**config.mk**
```make
export PLATFORM = sky130hd
export DESIGN_NAME = mms_sync_link
export DESIGN_NICKNAME = d
export VERILOG_FILES = /design/src/mms_link_rx.v /design/src/mms_sync_link.v
export VERILOG_INCLUDE_DIRS = /design/src
export SDC_FILE = /design/constraint.sdc
export NUM_CORES = 1
export LEC_CHECK = 0
export ABC_AREA = 1
export BUFFER_PORTS_ARGS = -buffer_cell sky130_fd_sc_hd__clkbuf_2
export CORE_UTILIZATION = 30
export CTS_CLUSTER_SIZE = 10
export DETAILED_ROUTE_END_ITERATION = 7
export HOLD_SLACK_MARGIN = 0.02
export PLACE_DENSITY = 0.46
export SETUP_SLACK_MARGIN = 0.15
export SLEW_MARGIN = 20
export SYNTH_ARGS = -nofsm -noshare
export SYNTH_HDL_FRONTEND = slang
export SYNTH_SLANG_ARGS = --single-unit
```
**constraint.sdc**
```tcl
create_clock -name mclk -period 7.3 [get_ports mclk]
set_clock_uncertainty 0.1 [all_clocks]
set_input_delay 1.46 -clock mclk [delete_from_list [all_inputs] [get_ports mclk]]
set_output_delay 1.46 -clock mclk [all_outputs]
set_load 0.05 [all_outputs]
```
**src/mms_sync_map.vh**
```
// register offsets, field positions, reset values and timing counts of the sync link block
`ifndef MMS_SYNC_MAP_VH
`define MMS_SYNC_MAP_VH

// register byte offsets
`define MMS_ADDR_CFG       8'h00
`define MMS_ADDR_CTRL0     8'h04
`define MMS_ADDR_CTRL1     8'h08
`define MMS_ADDR_DIV0      8'h0C
`define MMS_ADDR_DIV1      8'h10
`define MMS_ADDR_POST0     8'h14
`define MMS_ADDR_POST1     8'h18
`define MMS_ADDR_STAT      8'h1C
`define MMS_ADDR_CNT0      8'h20
`define MMS_ADDR_CNT1      8'h24

// synchronization modes, two bits per subsystem in the config register
`define MMS_MODE_NONE      2'h0
`define MMS_MODE_MASTER    2'h1
`define MMS_MODE_SLAVE     2'h2
`define MMS_CFG_RESET      4'h0

// control register fields
`define MMS_CTRL_ARM       0
`define MMS_CTRL_STOP      1
`define MMS_CTRL_SWTRIG    2
`define MMS_CTRL_SRC_LO    4
`define MMS_CTRL_REFEN     6
`define MMS_CTRL_REFSRC    7

// start trigger sources
`define MMS_SRC_SW         2'h0
`define MMS_SRC_EXT        2'h1
`define MMS_SRC_THRESH     2'h2

// status register fields
`define MMS_STAT_ERR       8
`define MMS_STAT_STOPW0    9
`define MMS_STAT_STOPW1    10

// reset values
`define MMS_DIV_RESET      16'h0001
`define MMS_POST_RESET     24'h000000

// clock rates and timing
`define MMS_MCLK_MHZ       8'd125
`define MMS_REF_MHZ        8'd48
`define MMS_MCLK_HZ        64'd125000000
`define MMS_STOP_WAIT_S    64'd20

`endif
```
**src/mms_link_rx.v**
```verilog
// two-flop synchroniser with edge detection for one link or trigger pin
`timescale 1ns/1ps
module mms_link_rx
(
    // clock and reset
    input  wire mclk,
    input  wire reset_n,
    // pin side
    input  wire pin_i,
    // synchronised side
    output wire level_o,
    output wire rise_o,
    output wire edge_o
);
    reg sync1_q;
    reg sync2_q;
    reg last_q;

    // first flop feeds only the second; edges come from the later pair
    always @(posedge mclk or negedge reset_n)
    begin
        if (!reset_n)
        begin
            sync1_q <= 1'b0;
            sync2_q <= 1'b0;
            last_q  <= 1'b0;
        end
        else
        begin
            sync1_q <= pin_i;
            sync2_q <= sync1_q;
            last_q  <= sync2_q;
        end
    end

    assign level_o = sync2_q;
    assign rise_o  = sync2_q & ~last_q;
    assign edge_o  = sync2_q ^ last_q;
endmodule // mms_link_rx

```
**src/mms_sync_link.v**
```verilog
// multi-module synchronisation of input and output conversion subsystems over two links
//
// Operation
// - each subsystem holds master, slave or none mode; none after reset.
// - a master drives trigger lines and the reference clock onto the link.
// - a slave starts from the link trigger and ignores its local start source.
// - mode none times conversions from the local 48 MHz reference, link unused.
// - mode settings stay until rewritten; only reset clears them.
// - a config with one subsystem master and the other slave is refused, error flagged.
// - output subsystem takes its reference clock from the input-side link.
// - input and output align per subsystem; relative timing repeats run to run.
// - master and armed slaves start together within one conversion period.
// - after reference trigger every module captures its own post-trigger scan count.
// - a slave armed after the master started never starts, keeps waiting.
// - stopping an input slave that still waits completes after about 20 seconds.
// - stopping the master does not stop slaves without a reference trigger.
`timescale 1ns/1ps
`include "mms_sync_map.vh"
module mms_sync_link
#(
    parameter [63:0] STOP_WAIT_CYC = `MMS_STOP_WAIT_S * `MMS_MCLK_HZ
)
(
    // clock and reset
    input  wire        mclk,
    input  wire        reset_n,
    // apb slave
    input  wire        psel,
    input  wire        penable,
    input  wire        pwrite,
    input  wire [7:0]  paddr,
    input  wire [31:0] pwdata,
    output reg  [31:0] prdata,
    output wire        pready,
    output wire        pslverr,
    // local trigger inputs
    input  wire        ext_trig_i,
    input  wire [1:0]  thresh_hit,
    // input-side link
    input  wire        in_link_refclk_i,
    output reg         in_link_refclk_o,
    output wire        in_link_refclk_oe,
    input  wire        in_link_trig_i,
    output wire        in_link_trig_o,
    output wire        in_link_trig_oe,
    input  wire        in_link_rtrg_i,
    output wire        in_link_rtrg_o,
    output wire        in_link_rtrg_oe,
    // output-side link
    input  wire        output_side_sync_link_trig_i,
    output wire        output_side_sync_link_trig_o,
    output wire        output_side_sync_link_trig_oe,
    input  wire        output_side_sync_link_rtrg_i,
    output wire        output_side_sync_link_rtrg_o,
    output wire        output_side_sync_link_rtrg_oe,
    // conversion timing to the converters
    output wire [1:0]  conv_tick,
    output wire [1:0]  running
);
    // subsystem states
    localparam [2:0] ST_IDLE  = 3'h0;
    localparam [2:0] ST_ARMED = 3'h1;
    localparam [2:0] ST_RUN   = 3'h2;
    localparam [2:0] ST_POST  = 3'h3;
    localparam [2:0] ST_STOPW = 3'h4;
    localparam [2:0] ST_DONE  = 3'h5;

    // true when one subsystem is master and the other slave
    function cfg_bad;
        input [3:0] cfg;
        begin
            cfg_bad = ((cfg[1:0] == `MMS_MODE_MASTER) && (cfg[3:2] == `MMS_MODE_SLAVE)) ||
                      ((cfg[1:0] == `MMS_MODE_SLAVE) && (cfg[3:2] == `MMS_MODE_MASTER));
        end
    endfunction

    // divider wrap test; a divisor of zero behaves as one
    function div_wrap;
        input [15:0] cnt;
        input [15:0] div;
        begin
            div_wrap = ({1'b0, cnt} + 17'd1 >= {1'b0, div});
        end
    endfunction

    wire wr_en = psel & penable & pwrite;
    wire rd_setup = psel & ~penable & ~pwrite;

    // unmapped offsets answer with an error; no wait states
    reg mapped;
    always @*
    begin
        case (paddr)
            `MMS_ADDR_CFG, `MMS_ADDR_CTRL0, `MMS_ADDR_CTRL1, `MMS_ADDR_DIV0,
            `MMS_ADDR_DIV1, `MMS_ADDR_POST0, `MMS_ADDR_POST1, `MMS_ADDR_STAT,
            `MMS_ADDR_CNT0, `MMS_ADDR_CNT1: mapped = 1'b1;
            default: mapped = 1'b0;
        endcase
    end
    assign pready  = 1'b1;
    assign pslverr = psel & penable & ~mapped;

    // synchronised pins
    wire ext_lvl;
    wire ext_rise;
    wire refclk_edge;
    wire [1:0] ltrig_rise;
    wire [1:0] lrtrg_rise;
    wire [1:0] link_trig_pin = {output_side_sync_link_trig_i, in_link_trig_i};
    wire [1:0] link_rtrg_pin = {output_side_sync_link_rtrg_i, in_link_rtrg_i};

    mms_link_rx u_ext_rx
    (
        .mclk    (mclk),
        .reset_n (reset_n),
        .pin_i   (ext_trig_i),
        .level_o (ext_lvl),
        .rise_o  (ext_rise),
        .edge_o  ()
    );

    // reference clock line from the input-side link, used by both subsystems
    mms_link_rx u_refclk_rx
    (
        .mclk    (mclk),
        .reset_n (reset_n),
        .pin_i   (in_link_refclk_i),
        .level_o (),
        .rise_o  (),
        .edge_o  (refclk_edge)
    );

    // sync mode config, kept until rewritten
    reg [3:0] cfg_q;
    reg       err_q;
    wire      cfg_wr = wr_en & (paddr == `MMS_ADDR_CFG);
    wire      cfg_rej = cfg_wr & cfg_bad(pwdata[3:0]);
    wire      err_clr = wr_en & (paddr == `MMS_ADDR_STAT) & pwdata[`MMS_STAT_ERR];

    always @(posedge mclk or negedge reset_n)
    begin
        if (!reset_n)
        begin
            cfg_q <= `MMS_CFG_RESET;
            err_q <= 1'b0;
        end
        else
        begin
            if (cfg_wr && !cfg_rej)
                cfg_q <= pwdata[3:0];
            // a refused write sets the flag and beats a clear in the same cycle
            if (cfg_rej)
                err_q <= 1'b1;
            else if (err_clr)
                err_q <= 1'b0;
        end
    end

    // local 48 MHz reference as a fractional enable from the 125 MHz clock
    reg  [7:0] acc_q;
    wire [7:0] acc_sum = acc_q + `MMS_REF_MHZ;
    wire       local_tick = (acc_sum >= `MMS_MCLK_MHZ);
    always @(posedge mclk or negedge reset_n)
    begin
        if (!reset_n)
            acc_q <= 8'h00;
        else if (local_tick)
            acc_q <= acc_sum - `MMS_MCLK_MHZ;
        else
            acc_q <= acc_sum;
    end

    wire any_master = (cfg_q[1:0] == `MMS_MODE_MASTER) | (cfg_q[3:2] == `MMS_MODE_MASTER);

    // master puts the reference onto the link as a toggling clock line
    always @(posedge mclk or negedge reset_n)
    begin
        if (!reset_n)
            in_link_refclk_o <= 1'b0;
        else if (any_master && local_tick)
            in_link_refclk_o <= ~in_link_refclk_o;
    end
    assign in_link_refclk_oe = any_master;

    // flattened per-subsystem values for the read mux and pins
    wire [5:0]  st_all;
    wire [15:0] ctrl_all;
    wire [31:0] div_all;
    wire [47:0] post_all;
    wire [63:0] cnt_all;
    wire [1:0]  trig_o_all;
    wire [1:0]  rtrg_o_all;
    wire [1:0]  oe_all;

    genvar k;
    generate
        for (k = 0; k < 2; k = k + 1)
        begin : g_sub
            localparam [7:0] A_CTRL = (k == 0) ? `MMS_ADDR_CTRL0 : `MMS_ADDR_CTRL1;
            localparam [7:0] A_DIV  = (k == 0) ? `MMS_ADDR_DIV0  : `MMS_ADDR_DIV1;
            localparam [7:0] A_POST = (k == 0) ? `MMS_ADDR_POST0 : `MMS_ADDR_POST1;

            wire [1:0] mode = cfg_q[2*k+1:2*k];
            wire       is_slave  = (mode == `MMS_MODE_SLAVE);
            wire       is_master = (mode == `MMS_MODE_MASTER);

            // per-link trigger receivers
            wire trig_rise;
            wire rtrg_rise;
            mms_link_rx u_trig_rx
            (
                .mclk    (mclk),
                .reset_n (reset_n),
                .pin_i   (link_trig_pin[k]),
                .level_o (),
                .rise_o  (trig_rise),
                .edge_o  ()
            );
            mms_link_rx u_rtrg_rx
            (
                .mclk    (mclk),
                .reset_n (reset_n),
                .pin_i   (link_rtrg_pin[k]),
                .level_o (),
                .rise_o  (rtrg_rise),
                .edge_o  ()
            );

            reg  [7:0]  ctrl_q;
            reg  [15:0] div_q;
            reg  [23:0] post_q;
            reg  [2:0]  state_q;
            reg  [15:0] divcnt_q;
            reg  [23:0] remain_q;
            reg  [31:0] stopcnt_q;
            reg  [31:0] count_q;
            reg         conv_q;

            wire ctrl_wr = wr_en & (paddr == A_CTRL);
            wire arm_cmd = ctrl_wr & pwdata[`MMS_CTRL_ARM];
            wire stop_cmd = ctrl_wr & pwdata[`MMS_CTRL_STOP];
            wire sw_cmd  = ctrl_wr & pwdata[`MMS_CTRL_SWTRIG];

            // slaves time from the link clock, others from the local reference
            wire ref_tick = is_slave ? refclk_edge : local_tick;

            // local start source, replaced by the link trigger in slave mode
            reg local_start;
            always @*
            begin
                case (ctrl_q[`MMS_CTRL_SRC_LO+1:`MMS_CTRL_SRC_LO])
                    `MMS_SRC_SW:     local_start = sw_cmd;
                    `MMS_SRC_EXT:    local_start = ext_rise;
                    `MMS_SRC_THRESH: local_start = thresh_hit[k];
                    default:         local_start = 1'b0;
                endcase
            end
            // an already-high link trigger gives no rising edge, so a late slave waits
            wire start_ev = is_slave ? trig_rise : local_start;

            wire local_ref = ctrl_q[`MMS_CTRL_REFSRC] ? thresh_hit[k] : ext_rise;
            wire ref_ev = ctrl_q[`MMS_CTRL_REFEN] & (is_slave ? rtrg_rise : local_ref);
            wire wrap = ref_tick & div_wrap(divcnt_q, div_q);

            // register writes
            always @(posedge mclk or negedge reset_n)
            begin
                if (!reset_n)
                begin
                    ctrl_q <= 8'h00;
                    div_q  <= `MMS_DIV_RESET;
                    post_q <= `MMS_POST_RESET;
                end
                else
                begin
                    if (ctrl_wr)
                        ctrl_q <= {pwdata[7:4], 4'h0};
                    if (wr_en && paddr == A_DIV)
                        div_q <= pwdata[15:0];
                    if (wr_en && paddr == A_POST)
                        post_q <= pwdata[23:0];
                end
            end

            // acquisition sequence: arm, start, run, optional post-trigger count
            always @(posedge mclk or negedge reset_n)
            begin
                if (!reset_n)
                begin
                    state_q   <= ST_IDLE;
                    divcnt_q  <= 16'h0000;
                    remain_q  <= 24'h000000;
                    stopcnt_q <= 32'h00000000;
                    count_q   <= 32'h00000000;
                    conv_q    <= 1'b0;
                end
                else
                begin
                    conv_q <= 1'b0;
                    case (state_q)
                        ST_IDLE, ST_DONE:
                        begin
                            if (stop_cmd)
                                state_q <= ST_IDLE;
                            else if (arm_cmd)
                            begin
                                state_q <= ST_ARMED;
                                count_q <= 32'h00000000;
                            end
                        end
                        ST_ARMED:
                        begin
                            if (stop_cmd && is_slave && k == 0)
                            begin
                                // a waiting input slave only gives up after the long wait
                                state_q   <= ST_STOPW;
                                stopcnt_q <= 32'h00000000;
                            end
                            else if (stop_cmd)
                                state_q <= ST_IDLE;
                            else if (start_ev)
                            begin
                                // divider restarts at the trigger so all modules line up
                                state_q  <= ST_RUN;
                                divcnt_q <= 16'h0000;
                            end
                        end
                        ST_RUN, ST_POST:
                        begin
                            if (ref_tick)
                                divcnt_q <= wrap ? 16'h0000 : divcnt_q + 16'h0001;
                            if (wrap)
                            begin
                                conv_q  <= 1'b1;
                                count_q <= count_q + 32'h00000001;
                            end
                            // the link trigger falling is ignored; a run ends on a stop or on the reference trigger once its post-trigger count is done
                            if (stop_cmd)
                                state_q <= ST_IDLE;
                            else if (state_q == ST_RUN && ref_ev)
                            begin
                                if (post_q == 24'h000000)
                                    state_q <= ST_DONE;
                                else
                                begin
                                    state_q  <= ST_POST;
                                    remain_q <= post_q;
                                end
                            end
                            else if (state_q == ST_POST && wrap)
                            begin
                                remain_q <= remain_q - 24'h000001;
                                if (remain_q == 24'h000001)
                                    state_q <= ST_DONE;
                            end
                        end
                        ST_STOPW:
                        begin
                            if (stopcnt_q + 32'h00000001 >= STOP_WAIT_CYC[31:0])
                                state_q <= ST_IDLE;
                            else
                                stopcnt_q <= stopcnt_q + 32'h00000001;
                        end
                        default:
                            state_q <= ST_IDLE;
                    endcase
                end
            end

            assign st_all[3*k+2:3*k]     = state_q;
            assign ctrl_all[8*k+7:8*k]   = ctrl_q;
            assign div_all[16*k+15:16*k] = div_q;
            assign post_all[24*k+23:24*k] = post_q;
            assign cnt_all[32*k+31:32*k] = count_q;
            assign conv_tick[k]          = conv_q;
            assign running[k]            = (state_q == ST_RUN) | (state_q == ST_POST);
            // master shows run and reference-trigger state as levels on its link
            assign trig_o_all[k] = (state_q == ST_RUN) | (state_q == ST_POST);
            assign rtrg_o_all[k] = (state_q == ST_POST) | (state_q == ST_DONE);
            assign oe_all[k]     = is_master;
        end
    endgenerate

    assign in_link_trig_o                = trig_o_all[0];
    assign in_link_trig_oe               = oe_all[0];
    assign in_link_rtrg_o                = rtrg_o_all[0];
    assign in_link_rtrg_oe               = oe_all[0];
    assign output_side_sync_link_trig_o  = trig_o_all[1];
    assign output_side_sync_link_trig_oe = oe_all[1];
    assign output_side_sync_link_rtrg_o  = rtrg_o_all[1];
    assign output_side_sync_link_rtrg_oe = oe_all[1];

    // read data is captured in the setup phase so it stands for the access phase
    reg [31:0] rd_d;
    always @*
    begin
        case (paddr)
            `MMS_ADDR_CFG:   rd_d = {28'h0000000, cfg_q};
            `MMS_ADDR_CTRL0: rd_d = {24'h000000, ctrl_all[7:0]};
            `MMS_ADDR_CTRL1: rd_d = {24'h000000, ctrl_all[15:8]};
            `MMS_ADDR_DIV0:  rd_d = {16'h0000, div_all[15:0]};
            `MMS_ADDR_DIV1:  rd_d = {16'h0000, div_all[31:16]};
            `MMS_ADDR_POST0: rd_d = {8'h00, post_all[23:0]};
            `MMS_ADDR_POST1: rd_d = {8'h00, post_all[47:24]};
            `MMS_ADDR_STAT:  rd_d = {21'h000000, st_all[5:3] == ST_STOPW,
                                     st_all[2:0] == ST_STOPW, err_q,
                                     1'b0, st_all[5:3], 1'b0, st_all[2:0]};
            `MMS_ADDR_CNT0:  rd_d = cnt_all[31:0];
            `MMS_ADDR_CNT1:  rd_d = cnt_all[63:32];
            default:         rd_d = 32'h00000000;
        endcase
    end

    always @(posedge mclk or negedge reset_n)
    begin
        if (!reset_n)
            prdata <= 32'h00000000;
        else if (rd_setup)
            prdata <= rd_d;
    end

    // ext_lvl kept for visibility of the pin level in simulation waveforms only
    wire unused_ext = ext_lvl;
endmodule // mms_sync_link

```
; ---- After elaboration in Yosys (flattened, before gate mapping)
; Cells that the tools add are included.
[op_classes]
shift = 0
eq_ne = 60
n_bitwise = 44
n_reduce_logical = 45
mux = 70
addsub = 12
div_mod_pow = 0
magnitude_cmp = 5
n_mul = 0
[ops]
columns = cell, count
row1 = one-hot mux 32 bit (10 select lines), 1
row2 = two-way mux 32 bit, 8
row3 = one-hot mux 32 bit (2 select lines), 3
row4 = two-way mux 16 bit, 9
row5 = two-way mux 24 bit, 6
row6 = "adder 32 x 1 -> 32 bit, second input constant", 4
row7 = ">= comparator 32 bit, second input constant", 2
row8 = one-hot mux 16 bit (2 select lines), 2
row9 = two-way mux 3 bit, 21
row10 = "equality test 24 x 1 -> 1 bit, second input constant", 2
row11 = logical NOT 24 bit, 2
row12 = "subtractor 24 x 1 -> 24 bit, second input constant", 2
row13 = "inequality test 2 bit, second input constant", 19
row14 = "adder 16 x 1 -> 17 bit, second input constant", 2
row15 = >= comparator 17 x 16 -> 1 bit, 2
row16 = "adder 16 x 1 -> 16 bit, second input constant", 2
row17 = "equality test 8 x 5 -> 1 bit, second input constant", 4
row18 = AND 1 bit, 26
row19 = one-hot mux 3 bit (4 select lines), 2
row20 = "inequality test 4 bit, second input constant", 5
row21 = AND reduction 4 bit, 5
row22 = "equality test 8 x 4 -> 1 bit, second input constant", 2
row23 = "equality test 8 x 6 -> 1 bit, second input constant", 2
row24 = nonzero test 2 bit, 8
row25 = other kinds (27), 95
[totals]
elab_cells = 277
mem_bits_ro = 0
mem_bits_rw = 0
output_inout_bits = 48
latchBits = 0
n_memories = 0
ff_bits = 368

; ---- Depth between registers and ports, before layout
[logic_depth]
ltp_word = 10
mapped_depth = 24
ltp_nobuf = 23

; ---- Hierarchy
; From an unflattened synthesis, not the netlist that was laid out.
[unflattened]
cells_unflattened = 3096
area_unflattened_um2 = 22338.9
[by_module_without_submodules]
columns = mod, seq_area_each_um2, area_per_inst_um2, cells_per_inst, n_inst
row1 = mms_sync_link, 8760.9, 21768.4, 3060, 1
row2 = mms_link_rx, 75.1, 95.1, 6, 6

; ---- Worst setup path after synthesis
; No wires, ideal clock.
[synth_path]
path_kind = input port to output port
from = input paddr[1]
to = output pslverr
stages = 7
path_slack_ps = 2240
arrival_ps = 3500
path_buffers = 1
path_cell_list = nor2_1 -> nand3_1 -> clkinv_1 -> nand2_1 -> clkbuf_1 -> nand3_1 -> nor3_1
[synth_via]
elab_chain_len = 5
[synth_lines]
columns = item, line
row1 = "start, declared", mms_sync_link.v:31  ; input wire [7:0] paddr,
row2 = equality test 8 x 5 -> 1 bit (tied with other cells), mms_sync_link.v:93  ; case (paddr)
row3 = OR reduction 10 bit (*), mms_sync_link.v:93
row4 = two-way mux 1 bit (*), mms_sync_link.v:93
row5 = inverter 1 bit (*), mms_sync_link.v:101  ; assign pslverr = psel & penable & ~mapped;
row6 = AND 1 bit (*), mms_sync_link.v:101
row7 = "end, declared", mms_sync_link.v:35  ; output wire pslverr,
; Mark *: on every way between the ends. The rest lies on a longest branch, timed or not.

; ---- Final worst setup path
[layout_path]
from = input paddr[6]
to = output pslverr
; The elaborated chain is that of the path after synthesis.

==> qor.yml <==
fp.dieH_um: 277
post_dp_cell_area_mm2: 0.0241
cts_max_path_buffers: 3
grt_pass1_wl_um: 120000
core_mm2: 0.0747
netlist_instances: 3212
fp.dieArea_mm2: 0.0769
holdCritPathClass: "flip-flop to flip-flop"
status: "finished clean"
arrival_ns: 3.23
fp-row-count: 100
critPathKind: "input pin to primary output"
grt.overflow.total: 0
cts.sinks: 368
layout-drive-gt1-share: 0.0789
synth_cell_types: 60
ant_nets: 0
fill_cells: 8063
grtUsageTotal: 0.200
powerDensity_mw_per_mm2: 257
yosysWarnings: 0
cts_buffers: 49
critPathMaxStageDelay_ns: 0.58
synth_ff_type: "dfrtp_1"
cts_tree: "built"
path_delay_family: "simple AND/OR/NAND/NOR gates"
drt_pre_antenna_iters: 8
maxCapViolations: 0
clock.fmax_mhz: 209
gp_congestion: 0.923
cts_hold_buf: 0
routed_wl_um: 77000
syn-num-nets: 3311
design_area_mm2: 0.0257
clock-root-buffer: "clkbuf_16"
tightest_slew_ns: 1.00
drtIter0Drc: 1778
port_buffers: 91
p_leak_nw: 11.7
drv_slew: 0
antenna_found_initial: 2
async_reset_ff_frac: 1.00
path_max_fanout: 25
crit_slowest_cell: "nand2_1"
startpoint_type: "input pin"
nNetsFinal: 3368
top_level_ports: 101
r2r_slack_ns: 2.60
grt_pass1_vias: 19800
holdPathStages: 0
required_ns: 5.74
slew_headroom: 0.329
wire_per_inst_um: 18.0
synth_area_per_cell_um2: 7.08
drc: 0
clkSlewWorstSetupHoldPaths_ns: 0.06
die_x_um: 277
ys_top_cells_by_area: "dfrtp_1 40%, nand2_1 16%, inv_1 6.0%"
via_count: 21000
finalSetupViolations: 0
hold_viol_final: 0
clkLatencyLatePin_ns: 0.63
start_util: 0.304
syn_area_mm2: 0.0227
syn_to_final_growth_pct: 13.0
yosysSeqAreaShare: 0.405
finalSetupTns_ns: 0
critPathBufInv: 4
post-synth-top-area-fraction: 0.403
fin_crit_sh: 0.656
endpoint_kind: "primary output"
ys_ff_latch: 368
rsz0062_at_grt: "false"
peakVddDrop_uv: 178
path_cells: "clkbuf_2, inv_1, nand2_1, nor2_1, buf_4, nand2_1, nand3_1, nor3_1, clkbuf_2"
dpl.hpwl_um: 57100
cts_resized: 0
rr_worst_depth: 19
min_period_ns: 4.79
worst-path-stages: 9
grt_start_max_net_pins: 110
vias_per_cell: 4.90
post_cts_buffers: 0
htree_levels: 2
synth_edf_count: 0
synth_area_leader_cell: "dfrtp_1"
==> cell usage after synthesis (3+ instances only) <==
| cell type | number |
|---|---|
| nor3_1 | 70 |
| a31o_2 | 4 |
| a21oi_1 | 57 |
| inv_2 | 8 |
| xnor2_1 | 25 |
| a21boi_0 | 4 |
| inv_1 | 362 |
| o21ai_0 | 250 |
| a221oi_1 | 4 |
| clkbuf_1 | 60 |
| xor2_1 | 94 |
| ha_1 | 46 |
| nand2_1 | 955 |
| nand3b_1 | 14 |
| buf_4 | 13 |
| nor4_1 | 45 |
| o21ai_1 | 38 |
| a31oi_1 | 4 |
| clkinv_1 | 4 |
| nand3_2 | 6 |
| nand3_1 | 197 |
| dfrtp_1 | 366 |
| nor3b_1 | 3 |
| nand2_2 | 9 |
| o211ai_1 | 3 |
| nor2_2 | 14 |
| o22ai_1 | 37 |
| or2_2 | 6 |
| nor2_4 | 4 |
| nand4_1 | 51 |
| o2111ai_1 | 8 |
| nor2_1 | 342 |
| o31ai_1 | 28 |
| nor3_2 | 4 |
| a21o_1 | 8 |
| o21bai_1 | 6 |
| buf_2 | 30 |
==> area by class of cell <==
class                      instances  area (um^2)  area share
multi-input combinational       2361        11600       0.452
clock buffer                      71         1390      0.0541
clock inverter                    17          186     0.00726
inverter                         374         1400      0.0546
antenna                            1         2.50   0.0000974
timing repair buffer             115          671      0.0261
sequential                       368         9210       0.359
tap                              969         1210      0.0472
==> stage by stage <==
step                       util  std cells  hold slack (ns)  worst slack, ns  power [W]
after floorplan               -       3212            0.231             2.24    0.00371
after global placement    0.323       4187            0.234             2.24    0.00425
after detailed placement  0.323       4187            0.240             2.22    0.00425
after CTS                 0.344       4275            0.256             2.21    0.00669
after global routing      0.344       4275            0.261             2.02    0.00703
final                     0.344       4276            0.252             2.51    0.00660
==> cell usage in the layout, fill, tap and decap left out, types with 4 or more instances in the layout <==
master,n
clkbuf_1,14
clkbuf_2,90
nor2_1,341
clkinv_1,5
nand4_1,51
nand2_1,954
nor2_4,4
dfrtp_1,366
nand3_1,197
inv_1,361
o21ai_1,38
a221oi_1,4
ha_1,46
clkbuf_16,49
nand3b_1,14
buf_4,22
a21o_1,8
nand2_2,10
a31o_2,4
nor2_2,15
clkinv_2,12
o22ai_1,36
xor2_1,94
a21oi_1,57
nor3_1,69
xnor2_1,25
o21ai_0,250
clkbuf_8,8
inv_2,8
a31oi_1,4
or2_2,6
nand3_2,6
nor4_1,45
o21bai_1,6
a21boi_0,4
nor3_2,5
o2111ai_1,8
o31ai_1,28
==> final timing paths <==
path                                            start                          to
hold reg to reg            g_sub[1].u_trig_rx.sync1_q  g_sub[1].u_trig_rx.level_o
min in group asynchronous                     reset_n                  prdata[13]
setup reg to reg                 g_sub[0].divcnt_q[2]        g_sub[0].count_q[15]
max in group asynchronous                     reset_n       g_sub[1].divcnt_q[10]
setup / recovery                             paddr[6]                     pslverr
hold / removal             g_sub[1].u_trig_rx.sync1_q  g_sub[1].u_trig_rx.level_o
==> cell families (layout without fill, tap and decap cells) <==
| kind of cell | count (synthesis) | in the layout | synth area share |
|---|---|---|---|
| AND/OR/NAND/NOR | 1732 | 1732 | 0.325 |
| buffers and inverters | 483 | 577 | 0.0849 |
| AO/OA/AOI/OAI | 461 | 461 | 0.113 |
| flip-flops | 368 | 368 | 0.405 |
| XOR/XNOR | 119 | 119 | 0.0458 |
| adder cells (fa/ha/maj) | 46 | 46 | 0.0253 |
| multiplexers | 2 | 2 | 0.000880 |
| other | 1 | 2 | 0.000165 |
==> per-layer routing <==
layer	vias to the layer above	track usage	routed length, um
met2	517	0.294	32500
met4	0	0.0640	2190
met3	111	0.0273	4260
met5	-	0	0
li1	10500	-	-
met1	9808	0.300	38100
==> power breakdown <==
part | internal (W) | switching, W
clock network | 0.00139 | 0.000997
registers | 0.00219 | 0.000180
logic | 0.000482 | 0.00136
total | 0.00407 | 0.00254
==> registers in the layout, summed over array words and instances (netlist names), 2 cells and up <==
signal / cells
g_sub.u_trig_rx.last_q: 2
g_sub.remain_q: 48
g_sub.u_rtrg_rx.level_o: 2
g_sub.u_rtrg_rx.sync1_q: 2
g_sub.count_q: 64
g_sub.divcnt_q: 32
g_sub.u_trig_rx.sync1_q: 2
g_sub.ctrl_q: 8
g_sub.state_q: 6
g_sub.u_rtrg_rx.last_q: 2
acc_q: 8
g_sub.stopcnt_q: 64
g_sub.conv_q: 2
g_sub.u_trig_rx.level_o: 2
prdata: 32
g_sub.post_q: 48
g_sub.div_q: 32
cfg_q: 4
Note: power is estimated with default switching activity, not from simulation.
